## src/common/alor_regs.svh

```systemverilog
// option register field positions, reset value and rate counts
`ifndef ALOR_REGS_SVH
`define ALOR_REGS_SVH
// Function
// - host loads top 12 bits of the 16-bit word on strobe
// - gate pin high forces parity in bit 32
// - loopback low routes transmitter to both receivers
// - receiver two sees inverted loopback stream
// - transmitter pins stay active during loopback
// - receiver one accepts only matching code bits
// - receiver two accepts only matching code bits
// - polarity bit picks odd or even parity
// - transmit rate clock over 10 or 80
// - receive rate clock over 10 or 80
// - word size bit picks 32 or 25
// - low four bits ignored on writes
// - new word size applies from next word
// - receiver one serial word read out as two half words
// - master reset leaves option register unchanged
`define ALOR_OPT_WIDTH 16
`define ALOR_OPT_RESET 16'h0020
`define ALOR_OPT_USED_MASK 16'hFFF0
`define ALOR_BIT_WORD_SIZE 15
`define ALOR_BIT_RECV_RATE 14
`define ALOR_BIT_XMIT_RATE 13
`define ALOR_BIT_PARITY_POL 12
`define ALOR_BIT_LOOPBACK_N 5
`define ALOR_BIT_PARITY_INS 4
`define ALOR_SERIAL_BIT9_IDX 8
`define ALOR_SERIAL_BIT10_IDX 9
`define ALOR_DIV_HI 7'h0A
`define ALOR_DIV_LO 7'h50
`define ALOR_WORD_BITS_LONG 32
`define ALOR_WORD_BITS_SHORT 25
`endif

```

## src/common/alor_pkg.sv

```systemverilog
// types for the link option register block
package alor_pkg;
    // option word layout, most significant field first
    typedef struct packed {
        logic word_size_pick;
        logic recv_rate_pick;
        logic xmit_rate_pick;
        logic parity_polarity;
        logic rcv_two_code_hi;
        logic rcv_two_code_lo;
        logic rcv_two_match_en;
        logic rcv_one_code_hi;
        logic rcv_one_code_lo;
        logic rcv_one_match_en;
        logic loopback_n;
        logic parity_insert_enable;
        logic [3:0] unused;
    } alor_option_t;

    // per-receiver match settings
    typedef struct packed {
        logic match_en;
        logic code_hi;
        logic code_lo;
    } alor_match_t;

    // strobe capture states
    typedef enum logic [0:0] {
        ALOR_LOAD_IDLE,
        ALOR_LOAD_LOW
    } alor_load_state_t;
endpackage

```

## src/design/alor_match_check.sv

```systemverilog
// source/destination code check for one receiver
`timescale 1ns/1ns
`include "alor_regs.svh"
module alor_match_check (
    // clock and reset
    input wire logic clk_sys,
    input wire logic arst_n,
    // settings and received word
    input wire alor_pkg::alor_match_t match_cfg,
    input wire logic word_done,
    input wire logic [31:0] rcv_word,
    // verdict
    output logic accept
);
    logic accept_reg;
    logic accept_next;
    logic code_ok;

    // disabled check accepts everything
    always_comb begin
        code_ok = (rcv_word[`ALOR_SERIAL_BIT9_IDX] == match_cfg.code_lo) &&
                  (rcv_word[`ALOR_SERIAL_BIT10_IDX] == match_cfg.code_hi);
        accept_next = word_done && (!match_cfg.match_en || code_ok);
    end

    // one-cycle accept pulse
    always_ff @(posedge clk_sys or negedge arst_n) begin
        if (!arst_n) begin
            accept_reg <= 1'b0;
        end else begin
            accept_reg <= accept_next;
        end
    end

    assign accept = accept_reg;
endmodule

```

## src/design/alor_top.sv

```systemverilog
// link option register, field decode, rate ticks and loopback routing
`timescale 1ns/1ns
`include "alor_regs.svh"
module alor_top (
    // clock and reset
    input wire logic clk_sys,
    input wire logic arst_n,
    // host pins
    input wire logic [15:0] host_data_in,
    input wire logic option_load_n,
    input wire logic parity_gate_n,
    input wire logic master_reset_n,
    // transmitter core, same clock
    input wire logic xmit_serial_a,
    input wire logic xmit_serial_b,
    input wire logic xmit_clk_in,
    input wire logic xmit_word_start,
    input wire logic [31:0] xmit_word,
    // receiver line pins, index 0 is receiver one
    input wire logic [1:0] line_rx_a,
    input wire logic [1:0] line_rx_b,
    // receiver cores, same clock
    input wire logic [1:0] rcv_word_start,
    input wire logic [1:0] rcv_word_done,
    input wire logic [31:0] rcv_word_one,
    input wire logic [31:0] rcv_word_two,
    input wire logic rcv_half_pick,
    // routed receiver inputs
    output logic [1:0] rcv_in_a,
    output logic [1:0] rcv_in_b,
    // transmitter pins
    output logic xmit_pin_a,
    output logic xmit_pin_b,
    output logic xmit_clk_pin,
    // timing ticks
    output logic xmit_bit_tick,
    output logic rcv_sample_tick,
    // decoded settings
    output logic xmit_size_short,
    output logic [1:0] rcv_size_short,
    output logic xmit_bit32,
    output logic [1:0] rcv_accept,
    // half words of receiver one word
    output logic [15:0] half_word_out,
    // live option word for observation
    output alor_pkg::alor_option_t option_view
);
    // ************************************************************
    // pin synchronisers
    // ************************************************************
    logic [15:0] data_meta_reg;
    logic [15:0] data_sync_reg;
    logic load_meta_reg;
    logic load_sync_reg;
    logic gate_meta_reg;
    logic gate_sync_reg;
    logic mr_meta_reg;
    logic mr_sync_reg;
    logic [3:0] line_meta_reg;
    logic [3:0] line_sync_reg;

    // two stages on every pin; only stage two is read
    always_ff @(posedge clk_sys or negedge arst_n) begin
        if (!arst_n) begin
            data_meta_reg <= 16'h0000;
            data_sync_reg <= 16'h0000;
            load_meta_reg <= 1'b1;
            load_sync_reg <= 1'b1;
            gate_meta_reg <= 1'b1;
            gate_sync_reg <= 1'b1;
            mr_meta_reg <= 1'b0;
            mr_sync_reg <= 1'b0;
            line_meta_reg <= 4'h0;
            line_sync_reg <= 4'h0;
        end else begin
            data_meta_reg <= host_data_in;
            data_sync_reg <= data_meta_reg;
            load_meta_reg <= option_load_n;
            load_sync_reg <= load_meta_reg;
            gate_meta_reg <= parity_gate_n;
            gate_sync_reg <= gate_meta_reg;
            mr_meta_reg <= master_reset_n;
            mr_sync_reg <= mr_meta_reg;
            line_meta_reg <= {line_rx_b, line_rx_a};
            line_sync_reg <= line_meta_reg;
        end
    end

    // ************************************************************
    // option register capture
    // ************************************************************
    alor_pkg::alor_load_state_t load_state_reg;
    alor_pkg::alor_load_state_t load_state_next;
    alor_pkg::alor_option_t opt_reg;
    alor_pkg::alor_option_t opt_next;

    // word taken when the strobe rises; master reset plays no part here
    always_comb begin
        load_state_next = load_state_reg;
        opt_next = opt_reg;
        case (load_state_reg)
            alor_pkg::ALOR_LOAD_IDLE: begin
                if (!load_sync_reg) begin
                    load_state_next = alor_pkg::ALOR_LOAD_LOW;
                end
            end
            alor_pkg::ALOR_LOAD_LOW: begin
                if (load_sync_reg) begin
                    load_state_next = alor_pkg::ALOR_LOAD_IDLE;
                    opt_next = alor_pkg::alor_option_t'(data_sync_reg);
                    opt_next.unused = 4'h0;
                end
            end
            default: begin
                load_state_next = alor_pkg::ALOR_LOAD_IDLE;
            end
        endcase
    end

    // only the power-on reset sets the option word
    always_ff @(posedge clk_sys or negedge arst_n) begin
        if (!arst_n) begin
            load_state_reg <= alor_pkg::ALOR_LOAD_IDLE;
            opt_reg <= alor_pkg::alor_option_t'(`ALOR_OPT_RESET);
        end else begin
            load_state_reg <= load_state_next;
            opt_reg <= opt_next;
        end
    end

    // ************************************************************
    // bit rate dividers
    // ************************************************************
    logic [6:0] xmit_cnt_reg;
    logic [6:0] xmit_cnt_next;
    logic [6:0] rcv_cnt_reg;
    logic [6:0] rcv_cnt_next;
    logic [6:0] xmit_div;
    logic [6:0] rcv_div;
    logic xmit_tick_reg;
    logic xmit_tick_next;
    logic rcv_tick_reg;
    logic rcv_tick_next;

    // master reset holds the counters; a rate change mid-count
    // simply lets the counter wrap at the new limit
    always_comb begin
        xmit_div = opt_reg.xmit_rate_pick ? `ALOR_DIV_LO : `ALOR_DIV_HI;
        rcv_div = opt_reg.recv_rate_pick ? `ALOR_DIV_LO : `ALOR_DIV_HI;
        xmit_cnt_next = xmit_cnt_reg + 7'h01;
        rcv_cnt_next = rcv_cnt_reg + 7'h01;
        xmit_tick_next = 1'b0;
        rcv_tick_next = 1'b0;
        if (xmit_cnt_reg >= xmit_div - 7'h01) begin
            xmit_cnt_next = 7'h00;
            xmit_tick_next = 1'b1;
        end
        if (rcv_cnt_reg >= rcv_div - 7'h01) begin
            rcv_cnt_next = 7'h00;
            rcv_tick_next = 1'b1;
        end
        if (!mr_sync_reg) begin
            xmit_cnt_next = 7'h00;
            rcv_cnt_next = 7'h00;
            xmit_tick_next = 1'b0;
            rcv_tick_next = 1'b0;
        end
    end

    // divider registers
    always_ff @(posedge clk_sys or negedge arst_n) begin
        if (!arst_n) begin
            xmit_cnt_reg <= 7'h00;
            rcv_cnt_reg <= 7'h00;
            xmit_tick_reg <= 1'b0;
            rcv_tick_reg <= 1'b0;
        end else begin
            xmit_cnt_reg <= xmit_cnt_next;
            rcv_cnt_reg <= rcv_cnt_next;
            xmit_tick_reg <= xmit_tick_next;
            rcv_tick_reg <= rcv_tick_next;
        end
    end

    // ************************************************************
    // word size, parity, loopback and half words
    // ************************************************************
    logic xmit_size_reg;
    logic xmit_size_next;
    logic [1:0] rcv_size_reg;
    logic [1:0] rcv_size_next;
    logic bit32_reg;
    logic bit32_next;
    logic [3:0] route_reg;
    logic [3:0] route_next;
    logic [2:0] xmit_pins_reg;
    logic [15:0] half_reg;
    logic [15:0] half_next;
    logic parity_calc;
    logic insert_parity;

    // size only switches at a word start so no word is cut short
    always_comb begin
        xmit_size_next = xmit_word_start ? opt_reg.word_size_pick : xmit_size_reg;
        rcv_size_next[0] = rcv_word_start[0] ? opt_reg.word_size_pick : rcv_size_reg[0];
        rcv_size_next[1] = rcv_word_start[1] ? opt_reg.word_size_pick : rcv_size_reg[1];
        // odd parity over the word body, inverted for even
        if (xmit_size_reg) begin
            parity_calc = ~(^xmit_word[23:0]);
        end else begin
            parity_calc = ~(^xmit_word[30:0]);
        end
        parity_calc = parity_calc ^ opt_reg.parity_polarity;
        insert_parity = gate_sync_reg || opt_reg.parity_insert_enable;
        if (insert_parity) begin
            bit32_next = parity_calc;
        end else if (xmit_size_reg) begin
            bit32_next = xmit_word[24];
        end else begin
            bit32_next = xmit_word[31];
        end
        // loopback bypasses line inputs, receiver two gets the complement
        if (!opt_reg.loopback_n) begin
            route_next = {~xmit_serial_b, xmit_serial_b, ~xmit_serial_a, xmit_serial_a};
        end else begin
            route_next = line_sync_reg;
        end
        // first half is low bits; short words keep nine high bits
        if (!rcv_half_pick) begin
            half_next = rcv_word_one[15:0];
        end else if (rcv_size_reg[0]) begin
            half_next = {7'h00, rcv_word_one[24:16]};
        end else begin
            half_next = rcv_word_one[31:16];
        end
    end

    // decode registers; transmitter pins always follow the core
    always_ff @(posedge clk_sys or negedge arst_n) begin
        if (!arst_n) begin
            xmit_size_reg <= 1'b0;
            rcv_size_reg <= 2'h0;
            bit32_reg <= 1'b0;
            route_reg <= 4'h0;
            xmit_pins_reg <= 3'h0;
            half_reg <= 16'h0000;
        end else begin
            xmit_size_reg <= xmit_size_next;
            rcv_size_reg <= rcv_size_next;
            bit32_reg <= bit32_next;
            route_reg <= route_next;
            xmit_pins_reg <= {xmit_clk_in, xmit_serial_b, xmit_serial_a};
            half_reg <= half_next;
        end
    end

    // ************************************************************
    // source/destination checks
    // ************************************************************
    alor_pkg::alor_match_t match_cfg [2];
    logic [31:0] rcv_words [2];

    assign match_cfg[0] = {opt_reg.rcv_one_match_en, opt_reg.rcv_one_code_hi,
                           opt_reg.rcv_one_code_lo};
    assign match_cfg[1] = {opt_reg.rcv_two_match_en, opt_reg.rcv_two_code_hi,
                           opt_reg.rcv_two_code_lo};
    assign rcv_words[0] = rcv_word_one;
    assign rcv_words[1] = rcv_word_two;

    // one checker per receiver
    genvar gi;
    generate
        for (gi = 0; gi < 2; gi = gi + 1) begin : g_match
            alor_match_check u_match (
                .clk_sys(clk_sys),
                .arst_n(arst_n),
                .match_cfg(match_cfg[gi]),
                .word_done(rcv_word_done[gi]),
                .rcv_word(rcv_words[gi]),
                .accept(rcv_accept[gi])
            );
        end
    endgenerate

    // ************************************************************
    // outputs
    // ************************************************************
    assign rcv_in_a = route_reg[1:0];
    assign rcv_in_b = route_reg[3:2];
    assign xmit_pin_a = xmit_pins_reg[0];
    assign xmit_pin_b = xmit_pins_reg[1];
    assign xmit_clk_pin = xmit_pins_reg[2];
    assign xmit_bit_tick = xmit_tick_reg;
    assign rcv_sample_tick = rcv_tick_reg;
    assign xmit_size_short = xmit_size_reg;
    assign rcv_size_short = rcv_size_reg;
    assign xmit_bit32 = bit32_reg;
    assign half_word_out = half_reg;
    assign option_view = opt_reg;
endmodule

```

## config.mk

```make
export PLATFORM = sky130hd
export DESIGN_NAME = alor_top
export DESIGN_NICKNAME = d
export VERILOG_FILES = /design/src/common/alor_pkg.sv /design/src/design/alor_match_check.sv /design/src/design/alor_top.sv
export VERILOG_INCLUDE_DIRS = /design/src /design/src/common
export SDC_FILE = /design/constraint.sdc
export NUM_CORES = 1
export LEC_CHECK = 0
export ABC_AREA = 1
export BUFFER_PORTS_ARGS = -buffer_cell sky130_fd_sc_hd__buf_2
export CAP_MARGIN = 10
export CORE_ASPECT_RATIO = 2
export CORE_MARGIN = 2
export CORE_UTILIZATION = 35
export DETAILED_ROUTE_END_ITERATION = 6
export SYNTH_ARGS = -nofsm -noshare
export SYNTH_HDL_FRONTEND = slang
export SYNTH_SLANG_ARGS = --single-unit
```

## constraint.sdc

```tcl
create_clock -name clk_sys -period 2.3 [get_ports clk_sys]
set_input_delay 0.345 -clock clk_sys [delete_from_list [all_inputs] [get_ports clk_sys]]
set_output_delay 0.345 -clock clk_sys [all_outputs]
set_load 0.1 [all_outputs]
```

Word level (Yosys, flattened, before mapping)
Index checks and enable logic that the tools add are counted.
{"block": "op_classes", "addsub": 4, "n_lt_le_gt_ge": 2, "n_eq_ne": 4, "n_mux": 17, "bitwise_logic": 5, "n_reduce_logical": 12}
{"cell": "7-bit two-way mux", "count": 6}
{"cell": "16-bit two-way mux", "count": 2}
{"cell": "31-bit parity", "count": 1}
{"cell": "24-bit parity", "count": 1}
{"cell": "7-bit by 1-bit adder with 7-bit output (second input constant)", "count": 2}
{"cell": "7-bit >= comparator", "count": 2}
{"cell": "7-bit by 1-bit subtractor with 7-bit output (second input constant)", "count": 2}
{"cell": "1-bit two-way mux", "count": 8}
{"cell": "1-bit == test", "count": 4}
{"cell": "1-bit logical AND", "count": 4}
{"cell": "4-bit two-way mux", "count": 1}
{"cell": "1-bit inverter", "count": 4}
{"cell": "1-bit logical OR", "count": 3}
{"cell": "1-bit zero test", "count": 2}
{"cell": "2-bit AND reduction", "count": 1}
{"cell": "1-bit XOR", "count": 1}
{"block": "totals", "reg_bits": 104, "out_inout_bits": 47}

Longest topological paths before layout
Gate-level depths: netlist of the first run.
{"block": "depth", "ltp_word": 5, "depth_mapped": 16, "ltp_nobuf": 16}

Hierarchy
From an unflattened synthesis of the first run, not the netlist that was laid out.
{"block": "hier_totals", "cells_unflattened": 449, "area_unflattened_um2": 4101.4}
{"module": "alor_top", "n_inst": 1, "cells_per_inst": 421, "area_each_um2": 3943.8, "seq_area_each_um2": 2358.5}
{"module": "alor_match_check", "n_inst": 2, "cells_per_inst": 14, "area_each_um2": 78.8, "seq_area_each_um2": 25.0}

Worst setup path after synthesis of the first run
Ideal clock, no wire load.
{"block": "synth_path", "path_kind": "flip-flop to flip-flop", "from": "register opt_reg, in the netlist option_view[14]", "to": "register rcv_cnt_reg[4]", "arrival_ns": 2.299, "required_time_ns": 2.220, "slack_ns": -0.079, "stages_incl_launch_ff": 9, "n_path_buf": 0, "path_cell_list": "dfrtp_1 inv_1 ha_1 a21oi_1 nand2_1 a211o_1 a21oi_2 nand2_2 nor3b_2"}
{"block": "synth_via", "elab_chain_len": 5}
{"item": "start, declared", "line": "alor_top.sv:94", "text": "alor_pkg::alor_option_t opt_reg;"}
{"item": "start signal, assigned", "line": "alor_top.sv:124", "text": "opt_reg <= alor_pkg::alor_option_t'(`ALOR_OPT_RESET);"}
{"item": "start signal, assigned", "line": "alor_top.sv:127", "text": "opt_reg <= opt_next;"}
{"item": "7-bit two-way mux (no line)"}
{"item": "7-bit by 1-bit subtractor with 7-bit output", "line": "alor_top.sv:158", "text": "if (rcv_cnt_reg >= rcv_div - 7'h01) begin"}
{"item": "7-bit >= comparator", "line": "alor_top.sv:158"}
{"item": "7-bit two-way mux", "line": "alor_top.sv:158"}
{"item": "7-bit two-way mux", "line": "alor_top.sv:162", "text": "if (!mr_sync_reg) begin"}
{"item": "named net rcv_cnt_next[4]", "line": "alor_top.sv:137", "text": "logic [6:0] rcv_cnt_next;"}
{"item": "end signal, assigned", "line": "alor_top.sv:179", "text": "rcv_cnt_reg <= rcv_cnt_next;"}
{"item": "end, declared", "line": "alor_top.sv:136", "text": "logic [6:0] rcv_cnt_reg;"}
The timed path passes the listed nets, and every way through them passes these cells.
A chain may end at the register's enable or synchronous reset.

Final worst setup path of the first run
Ends and elaborated chain as after synthesis.

==> results.env, run 1 <==
FINAL.PERIOD_UTILIZATION=0.780
FINAL_ANTENNA_NET_COUNT=0
POSTPLACECELLAREA_SQ_UM=4910
SYNTH-COMPOUND-AREA-SHARE=0.0363
DIE-HEIGHT_MICRONS=156
TIMING.HOLD.WORST.CLASS='input pin to asynchronous set/reset pin'
MAX-SLEW-MARGIN-REL=0.526
MULTI_INPUT_AREA_SQ_UM=1370
MULTIPLEXER_AREA_FRACTION_AFTER_SYNTHESIS=0.0499
SLEW_VIOL_FINAL=0
CLOCK_TREE.ROOT_CELL='sky130_fd_sc_hd__clkbuf_16'
CRIT_PATH_MAX_INCR_DELAY_NS=0.40
YOSYS_WARNINGS=0
LENGTH_OF_ROUTED_MET2_WIRING_MICRONS=4520
GRT_SETUP_UNREPAIRED='false'
SLOWEST_CELL_ON_THE_CRITICAL_PATH='sky130_fd_sc_hd__dfrtp_2'
PEAKVDDDROP_V=0.000537
GRT_OVERFLOW=0
HIGHEST-SIGNAL-LAYER='met4'
CLASS_OF_THE_MOST_CRITICAL_SETUP_PATH='register to register'
SYNTH_XOR_AREA_FRAC=0.0259
HTREE_LEVELS=3
CTS_BUFFERS=9
YOSYS.AREA_SHARE.SIMPLE=0.197
WORSTPATHCELLLIST='inv_1 -> ha_1 -> a21oi_1 -> nand2_1 -> a211o_1 -> a21oi_2 -> nand2_2 -> nor3b_2'
DIEWIDTH_MICRONS=80.2
NUMBER_OF_FLIP_FLOPS_IN_THE_LARGEST_REGISTER=16
SETUP_VIOL=0
CTS_REPAIR_RESIZE_COUNT=0
FINAL_AREA_SQ_UM=5220
LAYOUT-AREA-OVERHEAD-VS-SYNTH_PCT=28.5
PERIOD_MINUS_SLACK_NS=1.79
MET3_LENGTH_MICRONS=567
POWER-PER-CELL-AREA_nW_PER_UM2=880
STATUS='completed'
DETAIL_ROUTE.WL_PER_CELL_MICRONS=11.2
HOLD_VIOL=0
FIRSTDRTPASSITERS=4
WORST-ENDPOINT-ARRIVAL_NS=2.05
ANTENNA_CELLS_INSERTED=0
CLOCKBUFFERDEPTH=2
SETUP-TNS-FINAL_NS=0
DESIGN.PORTCOUNT=177
CRITICAL_PATH_REQUIRED_NS=2.56
GROUTE.USAGE.OVERALL=0.137
LEAKAGE_nW=2.96
CRITPATHLAUNCHTYPE='register'
WORSTMARGINPINSLEW_NS=0.710
YS_FF_LATCH=96
YOSYS.AREA_SHARE.ADDER=0.0246
CP_MAX_FO=7
DRT_ITER0_DRC=95
NUMBER_OF_BUFFERS_INSERTED_FOR_HOLD_REPAIR_AFTER_CLOCK_TREE_SYNTHESIS=0
INITIAL_CORE_UTIL=0.358
GRT_PASS1_WL_MICRONS=13400
GPL.FINAL_WEIGHTED_CONGESTION=0.726
DRC_ERRORS=0
DETAIL_ROUTE.VIAS_PER_CELL=4.45
POST_SYNTH.CELL_AREA_AVG_SQ_UM=9.41
FIRST_GLOBAL_VIAS=3254
CAP_VIOLATIONS=0
COMBINATIONAL_FAMILY_WITH_THE_MOST_AREA_AFTER_SYNTHESIS='simple AND/OR/NAND/NOR gates'
DRIVE_ABOVE_1_SHARE=0.320
STD_CELL_ROWS=55
REGISTER_TO_REGISTER_PATH_DEPTH=8
GRT_START_MAX_NET_PINS=97
CLK_PIN_SLEW_WORST_PATHS_NS=0.07
DIE_OUTLINE_AREA_SQ_UM=12500
FINAL_NET_COUNT=714
CLOCK_SINK_COUNT=96
END_KIND='register'
POST-CTS-SETUP-BUFFERS=0
FINALWIRELENGTH_MICRONS=8120
NFILLCELLS=1099
ACHIEVABLE-FREQUENCY_GHz=0.557
PROPORTION_OF_SYNTHESIZED_CHIP_AREA_IN_SEQUENTIAL_CELLS=0.592
HPWLAFTERDP_MICRONS=6200
STANDARD_CELL_CORE_AREA_SQ_UM=11400
PORTBUFFERS=138
DETAILROUTE.VIA_COUNT=3214
SYNTHCELLS=432
SYNTHDISTINCTLIBCELLS=23
ANTENNA_FOUND_INITIAL=0
SYNTH_CELL_AREA_SQ_UM=4070
INSERTION_DELAY_NS=0.34
CLOCK-SKEW-FINAL_NS=0.00836
REGISTER_AREA_SQ_UM=2410
WIRELENGTH_MET1_MICRONS=2870
TRITONCTS_CLOCK_TREE='yes'
-- layout by cell type (no fill, tap or decap), drive strengths merged --
master,count
a211o,2
a21boi,2
a21oi,9
buf,139
bufinv,1
clkbuf,10
clkinv,1
clkinvlp,2
conb,4
dfrtp,91
dfstp,5
ha,8
inv,65
mux2,18
nand2,154
nand3,17
nand3b,2
nor2,25
nor3b,2
o21a,1
o21ai,11
xnor2,6
xor2,6
-- synthesized netlist by cell type, drive strengths merged --
cell | instances | area share
dfstp | 5 | 0.032
inv | 63 | 0.058
clkbuf | 1 | 0.00092
a21oi | 9 | 0.013
nor2 | 25 | 0.023
conb | 1 | 0.00092
nand3 | 17 | 0.021
a21boi | 2 | 0.0037
o21ai | 11 | 0.014
nor3b | 2 | 0.0062
a211o | 2 | 0.0043
dfrtp | 91 | 0.56
xnor2 | 6 | 0.013
nand2 | 154 | 0.14
xor2 | 6 | 0.013
mux2 | 18 | 0.050
ha | 8 | 0.025
buf | 8 | 0.014
nand3b | 2 | 0.0037
o21a | 1 | 0.0018
-- worst max-delay path: cells and delay by family, from the launching register on --
kind	cells	cell delay, ns
AOI/OAI and AO/OA	3	0.58
DFF	1	0.40
and+or+nand+nor	3	0.37
adders and majority gates	1	0.26
buffers and inverters	1	0.11
-- layout make-up --
| type | count | area share |
|---|---|---|
| Clock buffer | 10 | 0.0457 |
| Clock inverter | 6 | 0.0141 |
| Inverter | 63 | 0.0453 |
| Multi-Input combinational cell | 267 | 0.263 |
| Sequential cell | 96 | 0.462 |
| Tap cell | 142 | 0.0340 |
| Timing Repair Buffer | 139 | 0.137 |
-- routing by layer --
metal | GRT usage | up-vias
li1 | - | 1592
met1 | 0.126 | 1484
met2 | 0.262 | 125
met3 | 0.0409 | 13
met4 | 0.0646 | 0
met5 | 0 | -
-- kinds of logic after synthesis --
kind of cell	Yosys count
adder cells (fa/ha/maj)	8
buffers and inverters	72
multiplexers	18
other	1
AND/OR/NAND/NOR	200
XOR/XNOR	12
flip-flops	96
AO/OA/AOI/OAI	25
-- metrics by stage --
stage	cells	utilization	setup WS (ns)	hold slack [ns]	power, W
3_5_place_dp	707	0.433	0.514	0.335	0.00311
6_report	723	0.460	0.506	0.0272	0.00460
2_1_floorplan	435	-	0.228	0.0494	0.00283
3_3_place_gp	707	0.433	0.529	0.332	0.00308
4_1_cts	723	0.460	0.500	0.0652	0.00467
5_1_grt	723	0.460	0.320	0.0848	0.00483
-- worst paths after layout --
kind	to	from	slack (ns)
max reg2reg	rcv_cnt_reg[4]	option_view[14]	0.51
min reg2reg	data_sync_reg[15]	data_meta_reg[15]	0.35
max	rcv_cnt_reg[4]	option_view[14]	0.51
min	mr_sync_reg	arst_n	0.03
min in group clk_sys	data_meta_reg[6]	host_data_in[6]	0.10
max in group asynchronous	load_sync_reg	arst_n	1.84
-- where the power goes --
group	switching (W)	leakage, nW	internal, W
registers	0.0000631	1.15	0.00182
logic	0.000937	1.66	0.000247
clock network	0.000647	0.147	0.000885
total	0.00165	2.96	0.00295
(Power assumes the default switching activity.)
==> run 2: changes to the inputs <==
clock period = 1.72 ns   (was 2.3 ns; I/O delays follow)
==> run 2 against run 1 <==
The flow now finishes with violations (negative setup slack). Combinational power is 39% higher. Routed wire length rose by 1.2%. Via count shrank 0.75%. Sequential share of layout area decreased by 1.3 points. Final cell count up 1.5%. Count of clock-buffer cells in the layout up 2. Total power is 37% higher. Clock skew about the same. Register-to-register slack got worse by 0.54 ns. Maximum frequency increased by 2.4%. Utilization up 1.4 points. Sequential power up 34%. Critical path type unchanged. Largest cell class unchanged. Largest power group unchanged.
==> results.env, run 2 (synthesized netlist as in run 1, its figures left out) <==
GRT_OVERFLOW=0
GRT_PASS1_WL_MICRONS=13400
INITIAL_CORE_UTIL=0.358
INSERTION_DELAY_NS=0.33
CLOCKBUFFERDEPTH=2
GPL.FINAL_WEIGHTED_CONGESTION=0.722
HTREE_LEVELS=3
HPWLAFTERDP_MICRONS=6390
TIMING.HOLD.WORST.CLASS='input pin to register'
DIEWIDTH_MICRONS=80.2
TRITONCTS_CLOCK_TREE='yes'
PORTBUFFERS=138
LAYOUT.CELLS.MOST_COMMON='sky130_fd_sc_hd__nand2_1'
FIRSTDRTPASSITERS=4
GRT_UTIL_MET3=0.0288
ACHIEVABLE-FREQUENCY_GHz=0.571
DIE_OUTLINE_AREA_SQ_UM=12500
CLK_PIN_SLEW_WORST_PATHS_NS=0.07
END_KIND='register'
STD_CELL_ROWS=55
CLOCK_SINK_COUNT=96
FINAL_CORE_UTIL=0.474
SETUP_VIOL=2
PEAKVDDDROP_V=0.000833
ANTENNA_CELLS_INSERTED=0
FINAL.PERIOD_UTILIZATION=1.02
GROUTE.USAGE.OVERALL=0.137
FIRST_GLOBAL_VIAS=3229
PERIOD_MINUS_SLACK_NS=1.75
GRT_START_MAX_NET_PINS=40
ANTENNA_FOUND_INITIAL=0
POST_LAYOUT_NONFILLER_INSTANCES=734
DETAIL_ROUTE.VIAS_PER_CELL=4.35
CP_MAX_FO=7
MOST_FREQUENT_CELLS_IN_THE_LAYOUT='sky130_fd_sc_hd__nand2_1 (152), sky130_fd_sc_hd__buf_2 (137), sky130_fd_sc_hd__dfrtp_1 (89), sky130_fd_sc_hd__inv_1 (61), sky130_fd_sc_hd__nor2_1 (22)'
DRT_ITER0_DRC=80
FINALWIRELENGTH_MICRONS=8220
DETAILROUTE.VIA_COUNT=3190
GRT_SETUP_UNREPAIRED='true'
MET1_RESOURCE_USE_GR=0.133
TIMING.FINAL.WS_SETUP_NS=-0.0319
POWER-PER-CELL-AREA_nW_PER_UM2=1170
DESIGN.PORTCOUNT=177
GR-MAX-USAGE-LAYER='met2'
CLOCK-SKEW-FINAL_NS=0.00786
DRIVE_ABOVE_1_SHARE=0.343
SLOWEST_CELL_ON_THE_CRITICAL_PATH='sky130_fd_sc_hd__dfrtp_4'
FINAL_ANTENNA_NET_COUNT=0
DETAIL_ROUTE.WL_PER_CELL_MICRONS=11.2
CRITICAL_PATH_REQUIRED_NS=1.97
WORSTPATHCELLLIST='inv_4 -> ha_4 -> a21oi_2 -> nand2_1 -> a211o_1 -> a21oi_2 -> nand2_2 -> nor3b_2'
WORST_HOLD_SLACK_NS=0.0226
CRITPATHLAUNCHTYPE='register'
CLOCK_TREE.ROOT_CELL='sky130_fd_sc_hd__clkbuf_16'
CAP_VIOLATIONS=0
GR-USAGE-MET2=0.267
SETUP-TNS-FINAL_NS=-0.0601
CLASS_OF_THE_MOST_CRITICAL_SETUP_PATH='register to register'
VIOLATIONS='negative setup slack'
WORST-ENDPOINT-ARRIVAL_NS=2.00
FINAL_NET_COUNT=725
CRIT_PATH_MAX_INCR_DELAY_NS=0.49
STANDARD_CELL_CORE_AREA_SQ_UM=11400
LAYOUT-AREA-OVERHEAD-VS-SYNTH_PCT=32.4
LEAKAGE_nW=3.02
DIE-HEIGHT_MICRONS=156
DRC_ERRORS=0
STATUS='complete, but fails checks'
PLACE.DETAILED.INSTANCES=714
SLEW_VIOL_FINAL=0
HOLD_VIOL=0
CRIT_PATH_FREQUENT_CELL='sky130_fd_sc_hd__a21oi_2'
CTS_BUFFERS=9
DPL_WORST_SLACK_NS=-0.0705
NUMBER_OF_FLIP_FLOPS_IN_THE_LARGEST_REGISTER=16
run 2: per-stage QoR:
step	power (W)	area (sq um)
2_1_floorplan	0.00380	4120
6_report	0.00629	5380
5_1_grt	0.00658	5380
4_1_cts	0.00636	5360
3_5_place_dp	0.00420	5010
3_3_place_gp	0.00416	5010
run 2: critical path: cells and delay by family, from the launching register on:
family / cells / cell delay, ns
AOI/OAI and AO/OA: 3 / 0.54
adders and majority gates: 1 / 0.20
buffers and inverters: 1 / 0.08
DFF: 1 / 0.49
and+or+nand+nor: 3 / 0.36
run 2: per-layer routing:
metal  share of wire  vias up  wire length, microns
li1                -     1617                     -
met1            0.36     1456                  2940
met2            0.56      106                  4640
met3           0.058       11                   479
met4           0.020        0                   162
met5               0        -                     0
run 2: final cells by class:
type | count | area [sq um]
multi-input combinational | 267 | 1410
sequential | 96 | 2420
inverter | 63 | 241
fill | 1061 | 5970
timing repair buffer | 150 | 811
clock inverter | 4 | 77.6
clock buffer | 12 | 246
tap | 142 | 178
run 2: worst paths after layout:
path	cells after the start	start	slack, ns	end
setup / recovery	8	option_view[13]	-0.03	xmit_cnt_reg[4]
hold / removal	1	option_load_n	0.02	load_meta_reg
setup reg to reg	8	option_view[13]	-0.03	xmit_cnt_reg[4]
hold reg to reg	0	data_meta_reg[13]	0.34	data_sync_reg[13]
max in group asynchronous	3	arst_n	0.71	option_view[5]
min in group asynchronous	2	arst_n	0.40	xmit_bit_tick
run 2: repair_timing:
action | CTS | global route
hold endpoints to repair | 29 | 0
hold buffers | 1 | 0
buffers inserted | 1 | 3
pin swaps | 4 | 2
resized for setup | 1 | 3
setup endpoints to repair | 10 | 16
run 2: power by group:
group / total (W) / switching (W) / internal, W / leakage, nW
Combinational: 0.00164 / 0.00127 / 0.000369 / 1.71
Sequential: 0.00252 / 0.0000863 / 0.00244 / 1.15
Clock: 0.00213 / 0.000806 / 0.00132 / 0.157
Total: 0.00629 / 0.00216 / 0.00413 / 3.02
